===== config.mk =====
export PLATFORM = sky130hd
export DESIGN_NAME = vrp_ramp_params
export DESIGN_NICKNAME = d
export VERILOG_FILES = /design/src/vrp_ramp_latch.v /design/src/vrp_rate_pack.v /design/src/vrp_ramp_params.v
export VERILOG_INCLUDE_DIRS = /design/src /design/src/src
export SDC_FILE = /design/constraint.sdc
export NUM_CORES = 1
export LEC_CHECK = 0
export ABC_CLOCK_PERIOD_IN_PS = 12600
export BUFFER_PORTS_ARGS = -buffer_cell sky130_fd_sc_hd__buf_2
export CAP_MARGIN = 15
export CORE_ASPECT_RATIO = 1.2
export CORE_MARGIN = 1.5
export CORE_UTILIZATION = 40
export CTS_CLUSTER_DIAMETER = 100
export DETAILED_ROUTE_END_ITERATION = 10
export SLEW_MARGIN = 0
export SYNTH_ARGS = -nofsm -noshare
export SYNTH_HDL_FRONTEND = slang
export SYNTH_SLANG_ARGS = --single-unit

===== constraint.sdc =====
create_clock -name mclk -period 12.6 [get_ports mclk]
set_input_delay 2.52 -clock mclk [delete_from_list [all_inputs] [get_ports mclk]]
set_output_delay 2.52 -clock mclk [all_outputs]
set_load 0.01 [all_outputs]

===== src/vrp_defines.vh =====
`ifndef VRP_DEFINES_VH
`define VRP_DEFINES_VH

// Parameter addresses
`define VRP_ADDR_SYM 16'h0602
`define VRP_ADDR_VLIM 16'h0612
`define VRP_ADDR_ACC 16'h0614
`define VRP_ADDR_DEC 16'h0616
`define VRP_ADDR_JERK 16'h061A
`define VRP_ADDR_QS 16'h0624
`define VRP_ADDR_TGT 16'h0700
`define VRP_ADDR_PACKED 16'h0702

// Power-up values
`define VRP_RST_VLIM 16'h3390
`define VRP_RST_ACC 32'h00000258
`define VRP_RST_DEC 32'h000002EE
`define VRP_RST_JERK 16'h0000
`define VRP_RST_QS 32'h00001770
`define VRP_RST_TGT 32'h00000000

// Limits
`define VRP_ACC_MIN 32'h00000001
`define VRP_DEC_MIN 32'h000002EE
`define VRP_QS_MIN 32'h000000C8
`define VRP_RATE_MAX 32'h002DC6C0
`define VRP_VLIM_MIN 32'h0000003C
`define VRP_VLIM_MAX 32'h00003390
`define VRP_TGT_MIN 32'hFFFFCC70
`define VRP_TGT_MAX 32'h00003390
`define VRP_JERK_MAX 8'h80

// Ramp word scaling
`define VRP_SCALE 32'h0000000A
`define VRP_SAT16 16'hFFFF

// Packed word fields
`define VRP_PK_ACC_HI 31
`define VRP_PK_ACC_LO 16
`define VRP_PK_DEC_HI 15
`define VRP_PK_DEC_LO 0

// Error classes that select the quick-stop ramp
`define VRP_ERR_CLASS1 2'h1
`define VRP_ERR_CLASS2 2'h2

`endif


===== src/vrp_ramp_latch.v =====
`include "vrp_defines.vh"

module vrp_ramp_latch #(
  parameter W = 128,
  parameter [W-1:0] RST = {W{1'b0}}
) (
  mclk,
  rst_n,
  load,
  d,
  q
);
  input wire mclk;
  input wire rst_n;
  input wire load;
  input wire [W-1:0] d;
  output wire [W-1:0] q;

  reg [W-1:0] q_ff;
  wire [W-1:0] nxt_q;

  // Settings held here reach the profile only at a movement start; the target velocity bypasses this latch
  assign nxt_q = load ? d : q_ff;

  always @(posedge mclk or negedge rst_n) begin
    if (!rst_n) begin
      q_ff <= RST;
    end else begin
      q_ff <= nxt_q;
    end
  end

  assign q = q_ff;
endmodule // vrp_ramp_latch


===== src/vrp_rate_pack.v =====
`include "vrp_defines.vh"

module vrp_rate_pack (
  accel,
  decel,
  sym_word,
  packed_word
);
  input wire [31:0] accel;
  input wire [31:0] decel;
  output wire [15:0] sym_word;
  output wire [31:0] packed_word;

  wire [31:0] acc_div;
  wire [31:0] dec_div;
  wire [31:0] max_div;

  function [15:0] sat16;
    input [31:0] v;
    begin
      if (v[31:16] != 16'h0000) begin
        sat16 = `VRP_SAT16;
      end else begin
        sat16 = v[15:0];
      end
    end
  endfunction

  // Constant divider; readback only, so its depth is off the write path
  assign acc_div = accel / `VRP_SCALE;
  assign dec_div = decel / `VRP_SCALE;
  assign max_div = (acc_div > dec_div) ? acc_div : dec_div;

  assign sym_word = sat16(max_div);
  assign packed_word = {sat16(acc_div), sat16(dec_div)};
endmodule // vrp_rate_pack


===== src/vrp_ramp_params.v =====
`include "vrp_defines.vh"

module vrp_ramp_params (
  mclk,
  rst_n,
  par_req,
  par_we,
  par_addr,
  par_wdata,
  par_rdata,
  par_ack,
  par_err,
  standstill,
  mode_busy,
  motion_start,
  power_stage_en,
  sw_stop,
  err_class,
  ctrl_speed_limit,
  ref_vel_in,
  motion_finished,
  velocity_ref,
  ref_vel_limited,
  ramp_accel,
  ramp_decel,
  jerk_time_ms,
  jerk_filter_on,
  profile_vel_max
);
  input wire mclk;
  input wire rst_n;
  input wire par_req;
  input wire par_we;
  input wire [15:0] par_addr;
  input wire [31:0] par_wdata;
  output wire [31:0] par_rdata;
  output wire par_ack;
  output wire par_err;
  input wire standstill;
  input wire mode_busy;
  input wire motion_start;
  input wire power_stage_en;
  input wire sw_stop;
  input wire [1:0] err_class;
  input wire [15:0] ctrl_speed_limit;
  input wire [31:0] ref_vel_in;
  output wire motion_finished;
  output wire [31:0] velocity_ref;
  output wire [31:0] ref_vel_limited;
  output wire [31:0] ramp_accel;
  output wire [31:0] ramp_decel;
  output wire [15:0] jerk_time_ms;
  output wire jerk_filter_on;
  output wire [15:0] profile_vel_max;
  localparam LW = 128;
  // Stored parameter values as the master sees them
  reg [31:0] acc_ff;
  reg [31:0] dec_ff;
  reg [15:0] jerk_ff;
  reg [31:0] qs_ff;
  reg [15:0] vlim_ff;
  reg [31:0] tgt_ff;
  reg [31:0] nxt_acc;
  reg [31:0] nxt_dec;
  reg [15:0] nxt_jerk;
  reg [31:0] nxt_qs;
  reg [15:0] nxt_vlim;
  reg [31:0] nxt_tgt;
  // Access answer
  reg [31:0] rdata_ff;
  reg ack_ff;
  reg err_ff;
  reg [31:0] nxt_rdata;
  reg nxt_ack;
  reg nxt_err;
  // Profile-side outputs
  reg fin_ff;
  reg [31:0] vref_ff;
  reg [31:0] rlim_ff;
  reg [31:0] rdec_ff;
  wire nxt_fin;
  wire [31:0] nxt_vref;
  wire [31:0] nxt_rlim;
  wire [31:0] nxt_rdec;
  wire [LW-1:0] shadow_d;
  wire [LW-1:0] shadow_q;
  wire [31:0] act_acc;
  wire [31:0] act_dec;
  wire [15:0] act_jerk;
  wire [31:0] act_qs;
  wire [15:0] act_vlim;
  wire [15:0] sym_rd;
  wire [31:0] packed_rd;
  wire [31:0] pk_acc;
  wire [31:0] pk_dec;
  wire [31:0] sym_rate;
  wire [15:0] speed_lim;
  wire quick_stop;
  function in_range;
    input [31:0] v;
    input [31:0] lo;
    input [31:0] hi;
    begin
      in_range = (v >= lo) && (v <= hi);
    end
  endfunction
  function rates_ok;
    input [31:0] a;
    input [31:0] d;
    begin
      rates_ok = in_range(a, `VRP_ACC_MIN, `VRP_RATE_MAX) && in_range(d, `VRP_DEC_MIN, `VRP_RATE_MAX);
    end
  endfunction
  // Ramp word unit is 10 RPM/s: v*8 + v*2
  function [31:0] scale10;
    input [15:0] v;
    begin
      scale10 = {13'h0000, v, 3'h0} + {15'h0000, v, 1'b0};
    end
  endfunction
  function jerk_code_ok;
    input [31:0] v;
    reg [7:0] lo;
    begin
      lo = v[7:0];
      jerk_code_ok = (v[31:8] == 24'h000000) && ((lo & (lo - 8'h01)) == 8'h00) && (lo <= `VRP_JERK_MAX);
    end
  endfunction
  // Symmetric clamp of a signed velocity to +/- lim
  function [31:0] clamp_vel;
    input [31:0] v;
    input [15:0] lim;
    reg [31:0] pos;
    reg [31:0] neg;
    begin
      pos = {16'h0000, lim};
      neg = ~pos + 32'h00000001;
      if ($signed(v) > $signed(pos)) begin
        clamp_vel = pos;
      end else if ($signed(v) < $signed(neg)) begin
        clamp_vel = neg;
      end else begin
        clamp_vel = v;
      end
    end
  endfunction
  assign pk_acc = scale10(par_wdata[`VRP_PK_ACC_HI:`VRP_PK_ACC_LO]);
  assign pk_dec = scale10(par_wdata[`VRP_PK_DEC_HI:`VRP_PK_DEC_LO]);
  assign sym_rate = scale10(par_wdata[15:0]);

  vrp_rate_pack u_pack (
    .accel(acc_ff),
    .decel(dec_ff),
    .sym_word(sym_rd),
    .packed_word(packed_rd)
  );

  // Parameter access: one request per cycle, answered on the next edge
  always @* begin
    nxt_acc = acc_ff;
    nxt_dec = dec_ff;
    nxt_jerk = jerk_ff;
    nxt_qs = qs_ff;
    nxt_vlim = vlim_ff;
    nxt_tgt = tgt_ff;
    nxt_rdata = rdata_ff;
    nxt_ack = par_req;
    nxt_err = 1'b0;
    if (par_req) begin
      case (par_addr)
        `VRP_ADDR_SYM: begin
          if (par_we) begin
            if ((par_wdata[31:16] == 16'h0000) && rates_ok(sym_rate, sym_rate)) begin
              nxt_acc = sym_rate;
              nxt_dec = sym_rate;
            end else begin
              nxt_err = 1'b1;
            end
          end else begin
            nxt_rdata = {16'h0000, sym_rd};
          end
        end
        `VRP_ADDR_PACKED: begin
          if (par_we) begin
            if (rates_ok(pk_acc, pk_dec)) begin
              nxt_acc = pk_acc;
              nxt_dec = pk_dec;
            end else begin
              nxt_err = 1'b1;
            end
          end else begin
            nxt_rdata = packed_rd;
          end
        end
        `VRP_ADDR_ACC: begin
          if (par_we) begin
            if (in_range(par_wdata, `VRP_ACC_MIN, `VRP_RATE_MAX)) begin
              nxt_acc = par_wdata;
            end else begin
              nxt_err = 1'b1;
            end
          end else begin
            nxt_rdata = acc_ff;
          end
        end
        `VRP_ADDR_DEC: begin
          if (par_we) begin
            if (in_range(par_wdata, `VRP_DEC_MIN, `VRP_RATE_MAX)) begin
              nxt_dec = par_wdata;
            end else begin
              nxt_err = 1'b1;
            end
          end else begin
            nxt_rdata = dec_ff;
          end
        end
        `VRP_ADDR_JERK: begin
          if (par_we) begin
            if (jerk_code_ok(par_wdata) && fin_ff) begin
              nxt_jerk = par_wdata[15:0];
            end else begin
              nxt_err = 1'b1;
            end
          end else begin
            nxt_rdata = {16'h0000, jerk_ff};
          end
        end
        `VRP_ADDR_QS: begin
          if (par_we) begin
            if (in_range(par_wdata, `VRP_QS_MIN, `VRP_RATE_MAX)) begin
              nxt_qs = par_wdata;
            end else begin
              nxt_err = 1'b1;
            end
          end else begin
            nxt_rdata = qs_ff;
          end
        end
        `VRP_ADDR_VLIM: begin
          if (par_we) begin
            if (in_range(par_wdata, `VRP_VLIM_MIN, `VRP_VLIM_MAX) && !power_stage_en) begin
              nxt_vlim = par_wdata[15:0];
            end else begin
              nxt_err = 1'b1;
            end
          end else begin
            nxt_rdata = {16'h0000, vlim_ff};
          end
        end
        `VRP_ADDR_TGT: begin
          if (par_we) begin
            if (($signed(par_wdata) >= $signed(`VRP_TGT_MIN)) && ($signed(par_wdata) <= $signed(`VRP_TGT_MAX))) begin
              nxt_tgt = par_wdata;
            end else begin
              nxt_err = 1'b1;
            end
          end else begin
            nxt_rdata = tgt_ff;
          end
        end
        default: begin
          nxt_err = 1'b1;
          nxt_rdata = 32'h00000000;
        end
      endcase
    end
  end

  always @(posedge mclk or negedge rst_n) begin
    if (!rst_n) begin
      acc_ff <= `VRP_RST_ACC;
      dec_ff <= `VRP_RST_DEC;
      jerk_ff <= `VRP_RST_JERK;
      qs_ff <= `VRP_RST_QS;
      vlim_ff <= `VRP_RST_VLIM;
      tgt_ff <= `VRP_RST_TGT;
      rdata_ff <= 32'h00000000;
      ack_ff <= 1'b0;
      err_ff <= 1'b0;
    end else begin
      acc_ff <= nxt_acc;
      dec_ff <= nxt_dec;
      jerk_ff <= nxt_jerk;
      qs_ff <= nxt_qs;
      vlim_ff <= nxt_vlim;
      tgt_ff <= nxt_tgt;
      rdata_ff <= nxt_rdata;
      ack_ff <= nxt_ack;
      err_ff <= nxt_err;
    end
  end

  // A write in the same cycle as a start waits for the following start
  assign shadow_d = {acc_ff, dec_ff, jerk_ff, qs_ff, vlim_ff};

  vrp_ramp_latch #(
    .W(LW),
    .RST({`VRP_RST_ACC, `VRP_RST_DEC, `VRP_RST_JERK, `VRP_RST_QS, `VRP_RST_VLIM})
  ) u_shadow (
    .mclk(mclk),
    .rst_n(rst_n),
    .load(motion_start),
    .d(shadow_d),
    .q(shadow_q)
  );

  assign act_acc = shadow_q[127:96];
  assign act_dec = shadow_q[95:64];
  assign act_jerk = shadow_q[63:48];
  assign act_qs = shadow_q[47:16];
  assign act_vlim = shadow_q[15:0];
  assign nxt_fin = standstill && !mode_busy;
  // Controller limit can only tighten the profile limit
  assign speed_lim = (ctrl_speed_limit < act_vlim) ? ctrl_speed_limit : act_vlim;
  assign nxt_vref = clamp_vel(tgt_ff, speed_lim);
  assign nxt_rlim = clamp_vel(ref_vel_in, act_vlim);

  assign quick_stop = sw_stop || (err_class == `VRP_ERR_CLASS1) || (err_class == `VRP_ERR_CLASS2);
  assign nxt_rdec = quick_stop ? act_qs : act_dec;

  always @(posedge mclk or negedge rst_n) begin
    if (!rst_n) begin
      fin_ff <= 1'b0;
      vref_ff <= 32'h00000000;
      rlim_ff <= 32'h00000000;
      rdec_ff <= `VRP_RST_DEC;
    end else begin
      fin_ff <= nxt_fin;
      vref_ff <= nxt_vref;
      rlim_ff <= nxt_rlim;
      rdec_ff <= nxt_rdec;
    end
  end

  assign par_rdata = rdata_ff;
  assign par_ack = ack_ff;
  assign par_err = err_ff;
  assign motion_finished = fin_ff;
  assign velocity_ref = vref_ff;
  assign ref_vel_limited = rlim_ff;
  assign ramp_accel = act_acc;
  assign ramp_decel = rdec_ff;
  assign jerk_time_ms = act_jerk;
  assign jerk_filter_on = (act_jerk != 16'h0000);
  assign profile_vel_max = act_vlim;
endmodule // vrp_ramp_params


==> metrics.yaml, run 1 <==
status: "complete, but fails checks"
violations: "setup timing"
layout_commonest_cell: "buf_4"
routed-via-count: 37000
hp-class: "flop to flop"
synth_area_leaders: "dfrtp_1 26%, mux2_2 6.4%, ha_1 6.0%"
rr_worst_depth: 70
netlist_instances: 4199
pin_count: 303
cp_max_fo: 10
die_h_microns: 330
end_kind: "flop"
nNetsFinal: 5168
grt_pass1_vias: 35300
yosysUniqueCellTypes: 156
final_cell_mix: "684 x buf_4, 356 x dfrtp_1, 342 x nand2_1"
antenna_found_initial: 17
fill_cells: 8308
min_path_cells: 1
avgSynthCellArea_sq_um: 8.50
cts_made_buffers: 48
portBuffers: 302
cpPeakStageDelay_ns: 0.52
setup.worst_path.start_class: "flop"
final-hold-violation-count: 0
worstSkewPairLatency_ns: 0.62
synth_area_leader_cell: "dfrtp_1"
overflow: 0
synthDominantCellAreaShare_pct: 25.5
synth-edff-count: 0
drt_wl_total_microns: 141000
fin_setup_tns_ns: -11.96
hold_buffers: 0
syn_area_sq_um: 35700
drtIter0Drc: 3308
drive_gt1_share_pct: 35.3
worst_slack_ns: -0.835
cts_htree_levels: 2
wl_per_cell_microns: 23.2
worstHoldStart: "par_rdata[17]"
die_w_microns: 276
row_count: 119
root_buffer: "clkbuf_16"
firstDrtPassIters: 6
fin_skew_ns: 0.0193
clock_sinks: 419
die_area_sq_um: 91100
fin_crit_sh_pct: 107
ys.flop_type: "dfrtp_1"
vias_per_cell: 6.08
ys_async_sr_fraction_pct: 100
floorplan.initialDensity_pct: 40.5
hold_path_end: "par_rdata[17]"
reg2reg_to: "par_rdata[14]"
grt_usage_pct: 30.2
maxCapViolCount: 0
cp_slowest_cell: "mux4_2"
worstSetupPathType: "flop to flop"
synthToLayoutAreaGrowth_pct: 27.9
ir_drop_mv: 0.101
critical_path_arrival_ns: 13.90
tightest_slew_ns: 1.31
p_per_area_nw_per_um2: 93.7
ys_warn_count: 0
cts_tree: "yes"
setup_viol: 16
grt_pass1_wl_microns: 214000
relSlewSlack_pct: 12.1
crit-reg2reg-launch: "acc_ff[31]"
rsz0062_at_grt: "true"
cpMostUsedCell: "buf_6"
core_sq_um: 88100
slew_viol_final: 0
synth_seq_cells: 419
place_congestion: 1.00
synth_nets: 4478
critPathRequiredTime_ns: 13.07
clock_path_buffers: 3
dp_hpwl_microns: 105000
max_freq_ghz: 0.0744
whs_ns: 0.474
ant_nets: 0
synth_seq_area_share_pct: 29.6
leakagePower_nw: 20.5
regToRegSetupSlack_ns: -0.83
grt_max_degree: 112
finalCriticalPeriod_ns: 13.43
path_clk_slew_ns: 0.07
drc_errors: 0
[worst max-delay path by stage]
stage	to	slack, ns	cells after the start	from
floorplan	par_rdata[9]	0.00007	67	dec_ff[31]
global route	par_rdata[1]	-1.49	75	acc_ff[29]
global placement	par_rdata[9]	-1.39	68	acc_ff[31]
CTS	par_rdata[5]	-0.63	70	acc_ff[28]
detailed placement	par_rdata[6]	-1.52	70	acc_ff[31]
finish	par_rdata[14]	-0.83	70	acc_ff[31]
[cell usage after synthesis (49+ instances only)]
master / instances
nor2b_1: 76
a31oi_1: 93
ha_1: 170
nor3_1: 102
dfstp_2: 55
nand4_1: 69
nor4_1: 74
xnor2_1: 75
buf_4: 78
mux2i_1: 62
nand2_1: 345
inv_1: 107
a21oi_1: 276
dfrtp_1: 364
nor2_1: 327
nand3_1: 105
a21o_1: 49
mux2_2: 202
o21a_1: 51
o21ai_0: 239
clkbuf_1: 221
nand2b_1: 61
[metrics by stage]
stage          area, sq um  std cells  total power (W)  setup WS [ns]  utilization [%]
2_1_floorplan        36000       4199          0.00207      0.0000657                -
3_3_place_gp         41900       5894          0.00263          -1.39             47.5
3_5_place_dp         41900       5894          0.00264          -1.52             47.5
4_1_cts              45000       6052          0.00427         -0.628             51.1
5_1_grt              45700       6079          0.00447          -1.49             51.8
6_report             45700       6084          0.00428         -0.835             51.8
[state kept, by name, summed over array words and instances, names as in the netlist]
register / cells
velocity_ref: 32
jerk_ff: 16
qs_ff: 32
motion_finished: 1
acc_ff: 32
ref_vel_limited: 32
ramp_decel: 32
u_shadow.q: 128
vlim_ff: 16
par_rdata: 32
dec_ff: 32
tgt_ff: 32
par_ack: 1
par_err: 1
[logic make-up (layout without fill, tap and decap cells)]
logic type	count (synthesis)	in the layout	synth area share, %
multiplexers	270	270	8.37
adder cells (fa/ha/maj)	181	181	6.33
AO/OA/AOI/OAI	1319	1319	26.6
other	0	7	0
AND/OR/NAND/NOR	1381	1381	19.8
flip-flops	419	419	29.6
XOR/XNOR	88	88	2.35
buffers and inverters	541	1270	6.95
[layout make-up]
class / instances / area [sq um] / share of cell area, %
Multi-Input combinational cell: 3239 / 24100 / 52.8
Inverter: 152 / 596 / 1.30
Tap cell: 1149 / 1440 / 3.15
Antenna cell: 7 / 17.5 / 0.0383
Sequential cell: 419 / 10600 / 23.1
Timing Repair inverter: 1 / 7.51 / 0.0164
Clock buffer: 61 / 1300 / 2.85
Clock inverter: 28 / 403 / 0.882
Timing Repair Buffer: 1028 / 7220 / 15.8
[power breakdown]
group | internal, W | switching [W] | total, W
Clock | 0.000886 | 0.000643 | 0.00153
Sequential | 0.00137 | 0.00000946 | 0.00138
Combinational | 0.000655 | 0.000722 | 0.00138
[repair_timing]
item / CTS / global route
cloned: 2 / 1
setup endpoints to repair: 16 / 16
setup buffers: 68 / 23
resized for setup: 209 / 96
pin swaps: 94 / 60
[critical path, delay by kind of cell, from the launching register on]
family                     cells  cell delay [ns]
muxes                          4             1.27
adders and majority gates      1             0.17
and+or+nand+nor               21             3.02
AOI/OAI and AO/OA             31             6.50
DFF                            1             0.50
buffers and inverters         13             1.76
[per-layer routing]
| metal | vias to the layer above | wire length, microns | share of wire [%] | track usage [%] |
|---|---|---|---|---|
| li1 | 17100 | - | - | - |
| met1 | 18100 | 58300 | 41 | 38.8 |
| met2 | 1467 | 65800 | 47 | 49.7 |
| met3 | 331 | 9700 | 6.9 | 4.80 |
| met4 | 18 | 7080 | 5.0 | 13.7 |
| met5 | - | 111 | 0.079 | 0 |
No activity file was read; power rests on OpenSTA's default activity.
==> run 2: changes to the inputs <==
Settings changed: CELL_PAD_IN_SITES_DETAIL_PLACEMENT set to 0, CELL_PAD_IN_SITES_GLOBAL_PLACEMENT set to 1, PLACE_DENSITY_LB_ADDON set to 0.1.
==> run 2 against run 1 <==
  * The flow still finishes with violations (setup timing)
  * Critical endpoint is now par_rdata[13]
  * Routed wire length up 3.6%
  * Highest routed layer unchanged
  * Flip-flop and latch count unchanged
  * Cell count up 0.82%
  * Sequential share of layout area down 0.44 points
  * Register-to-register slack worse by 0.07 ns
  * Non-clock buffer count up 40
==> metrics.yaml, run 2 (synthesis gave the netlist of run 1 again) <==
die_w_microns: 276  # unchanged
ant_nets: 0  # unchanged
drive_gt1_share_pct: 36.7  # +1.4 points
floorplan.initialDensity_pct: 40.5  # unchanged
critPathRequiredTime_ns: 13.12  # +0.05 ns
antenna_found_initial: 17  # unchanged
cp_slowest_cell: "dfrtp_2"
fin_skew_ns: 0.0580  # +0.0387 ns
die_h_microns: 330  # unchanged
slew_viol_final: 0  # unchanged
dp_hpwl_microns: 109000  # +3.6%
final-hold-violation-count: 0  # unchanged
p_per_area_nw_per_um2: 94.0  # +0.32%
largest_reg_flops: 128  # unchanged
finalCriticalPeriod_ns: 13.50  # +0.0652 ns
multi_input_area_sq_um: 24500  # +1.6%
vias_per_cell: 5.99  # -1.4%
firstDrtPassIters: 6  # unchanged
drt_wl_total_microns: 146000  # +3.6%
relSlewSlack_pct: 13.0  # +0.89 points
grt_max_degree: 111  # -0.89%
core_sq_um: 88100  # unchanged
path_clk_slew_ns: 0.06  # about the same
portBuffers: 302  # unchanged
cp_max_fo: 7  # -3
final_cells: 6134  # +0.82%
rr_worst_depth: 73  # +4.3%
place_ws_ns: -2.03  # -0.508 ns
wl_per_cell_microns: 23.8  # +2.8%
setup.worst_path.start_class: "flop"
layout_commonest_cell: "buf_4"
fill_cells: 8413  # +1.3%
final_cell_mix: "711 x buf_4, 356 x dfrtp_1, 337 x nand2_1"
cts_made_buffers: 51  # +6.3%
synthToLayoutAreaGrowth_pct: 30.4
tightest_slew_ns: 1.29  # -0.0149 ns
worstSkewPairLatency_ns: 0.64  # +0.02 ns
hold_buffers: 0  # unchanged
ir_drop_mv: 0.122  # +21%
cts_tree: "yes"
grt_pass1_vias: 35900  # +1.6%
root_buffer: "clkbuf_16"
seq_area_sq_um: 10600  # unchanged
rsz0062_at_grt: "true"
max_freq_ghz: 0.0741  # -0.48%
overflow: 0  # unchanged
pin_count: 303  # unchanged
cpMostUsedCell: "buf_6"
worstSetupPathType: "flop to flop"
fin_setup_tns_ns: -13.75  # -1.79 ns
nNetsFinal: 5212  # +0.85%
row_count: 119  # unchanged
maxCapViolCount: 0  # unchanged
die_area_sq_um: 91100  # unchanged
leakagePower_nw: 20.9  # +1.7%
design_area_sq_um: 46600  # +2.0%
min_path_cells: 1  # unchanged
place_area_sq_um: 41900  # +0.11%
drtIter0Drc: 3106  # -6.1%
total_power_w: 0.00438  # +2.3%
setup_viol: 16  # unchanged
end_kind: "flop"
status: "complete, but fails checks"
clock_path_buffers: 3  # unchanged
drc_errors: 0  # unchanged
worst_slack_ns: -0.900  # -0.0652 ns
violations: "setup timing"
place_congestion: 0.996  # -0.85%
dp.cells: 5898  # +0.068%
critical_path_arrival_ns: 14.02  # +0.12 ns
clock_sinks: 419  # unchanged
cpPeakStageDelay_ns: 0.47  # -0.05 ns
grt_usage_pct: 31.6  # +1.4 points
routed-via-count: 36800  # -0.63%
fin_crit_sh_pct: 107  # +0.52 points
grt_pass1_wl_microns: 222000  # +3.7%
cts_htree_levels: 2  # unchanged
hp-class: "flop to flop"
==> run 2: cell types whose count changed in the layout (fill, tap and decap cells not counted), sizes merged <==
cell      change
buf          +41
clkbuf        +7
clkinvlp      -4
clkinv        +3
diode         +3
bufinv        -2
a21o          +1
inv           +1
==> run 2: report_power, final <==
part           leakage (nW)  internal [W]  switching [W]
Sequential             5.28       0.00137     0.00000977
Combinational          14.7      0.000647       0.000756
Clock                 0.891      0.000942       0.000657
Total                  20.9       0.00296        0.00142
==> run 2: final cells by class <==
type / instances / share of cell area [%]
Antenna cell: 10 / 0.0537
Clock buffer: 69 / 3.21
Clock inverter: 26 / 0.698
Inverter: 152 / 1.28
Multi-Input combinational cell: 3240 / 52.7
Sequential cell: 419 / 22.7
Tap cell: 1149 / 3.09
Timing Repair Buffer: 1068 / 16.3
Timing Repair inverter: 1 / 0.0161
==> run 2: metrics by stage <==
| step | hold WS, ns | util (%) |
|---|---|---|
| after floorplan | 0.463 | - |
| after global routing | 0.508 | 52.8 |
| final | 0.477 | 52.8 |
| after CTS | 0.483 | 51.8 |
| after detailed placement | 0.469 | 47.6 |
| after global placement | 0.463 | 47.6 |
==> run 2: path summary, 6_finish.rpt <==
path                                    start               to  slack (ns)
worst max-delay path               acc_ff[29]    par_rdata[13]       -0.90
worst min-delay path            par_rdata[26]    par_rdata[26]        0.48
worst max register to register     acc_ff[29]    par_rdata[13]       -0.90
worst min register to register  par_rdata[26]    par_rdata[26]        0.48
max in group asynchronous               rst_n   ramp_decel[11]        8.37
min in group asynchronous               rst_n  u_shadow.q[126]        1.95
==> run 2: what timing repair did <==
action,CTS,global route
cloned,2,1
resized for setup,266,131
setup buffers,101,30
pin swaps,135,85
setup endpoints to repair,16,16
==> run 2: critical path, delay by kind of cell (launching register included) <==
kind | cells | cell delay (ns)
adders and majority gates | 2 | 0.53
and+or+nand+nor | 22 | 3.44
AOI/OAI and AO/OA | 31 | 6.22
buffers and inverters | 16 | 2.18
muxes | 2 | 0.47
DFF | 1 | 0.47
==> run 2: layer usage <==
| metal | GRT usage, % | up-vias | share of wire [%] |
|---|---|---|---|
| met5 | 0 | - | 0.052 |
| met2 | 52.8 | 1196 | 47 |
| met1 | 41.4 | 18100 | 43 |
| li1 | - | 17200 | - |
| met4 | 12.7 | 12 | 4.5 |
| met3 | 3.70 | 272 | 5.3 |
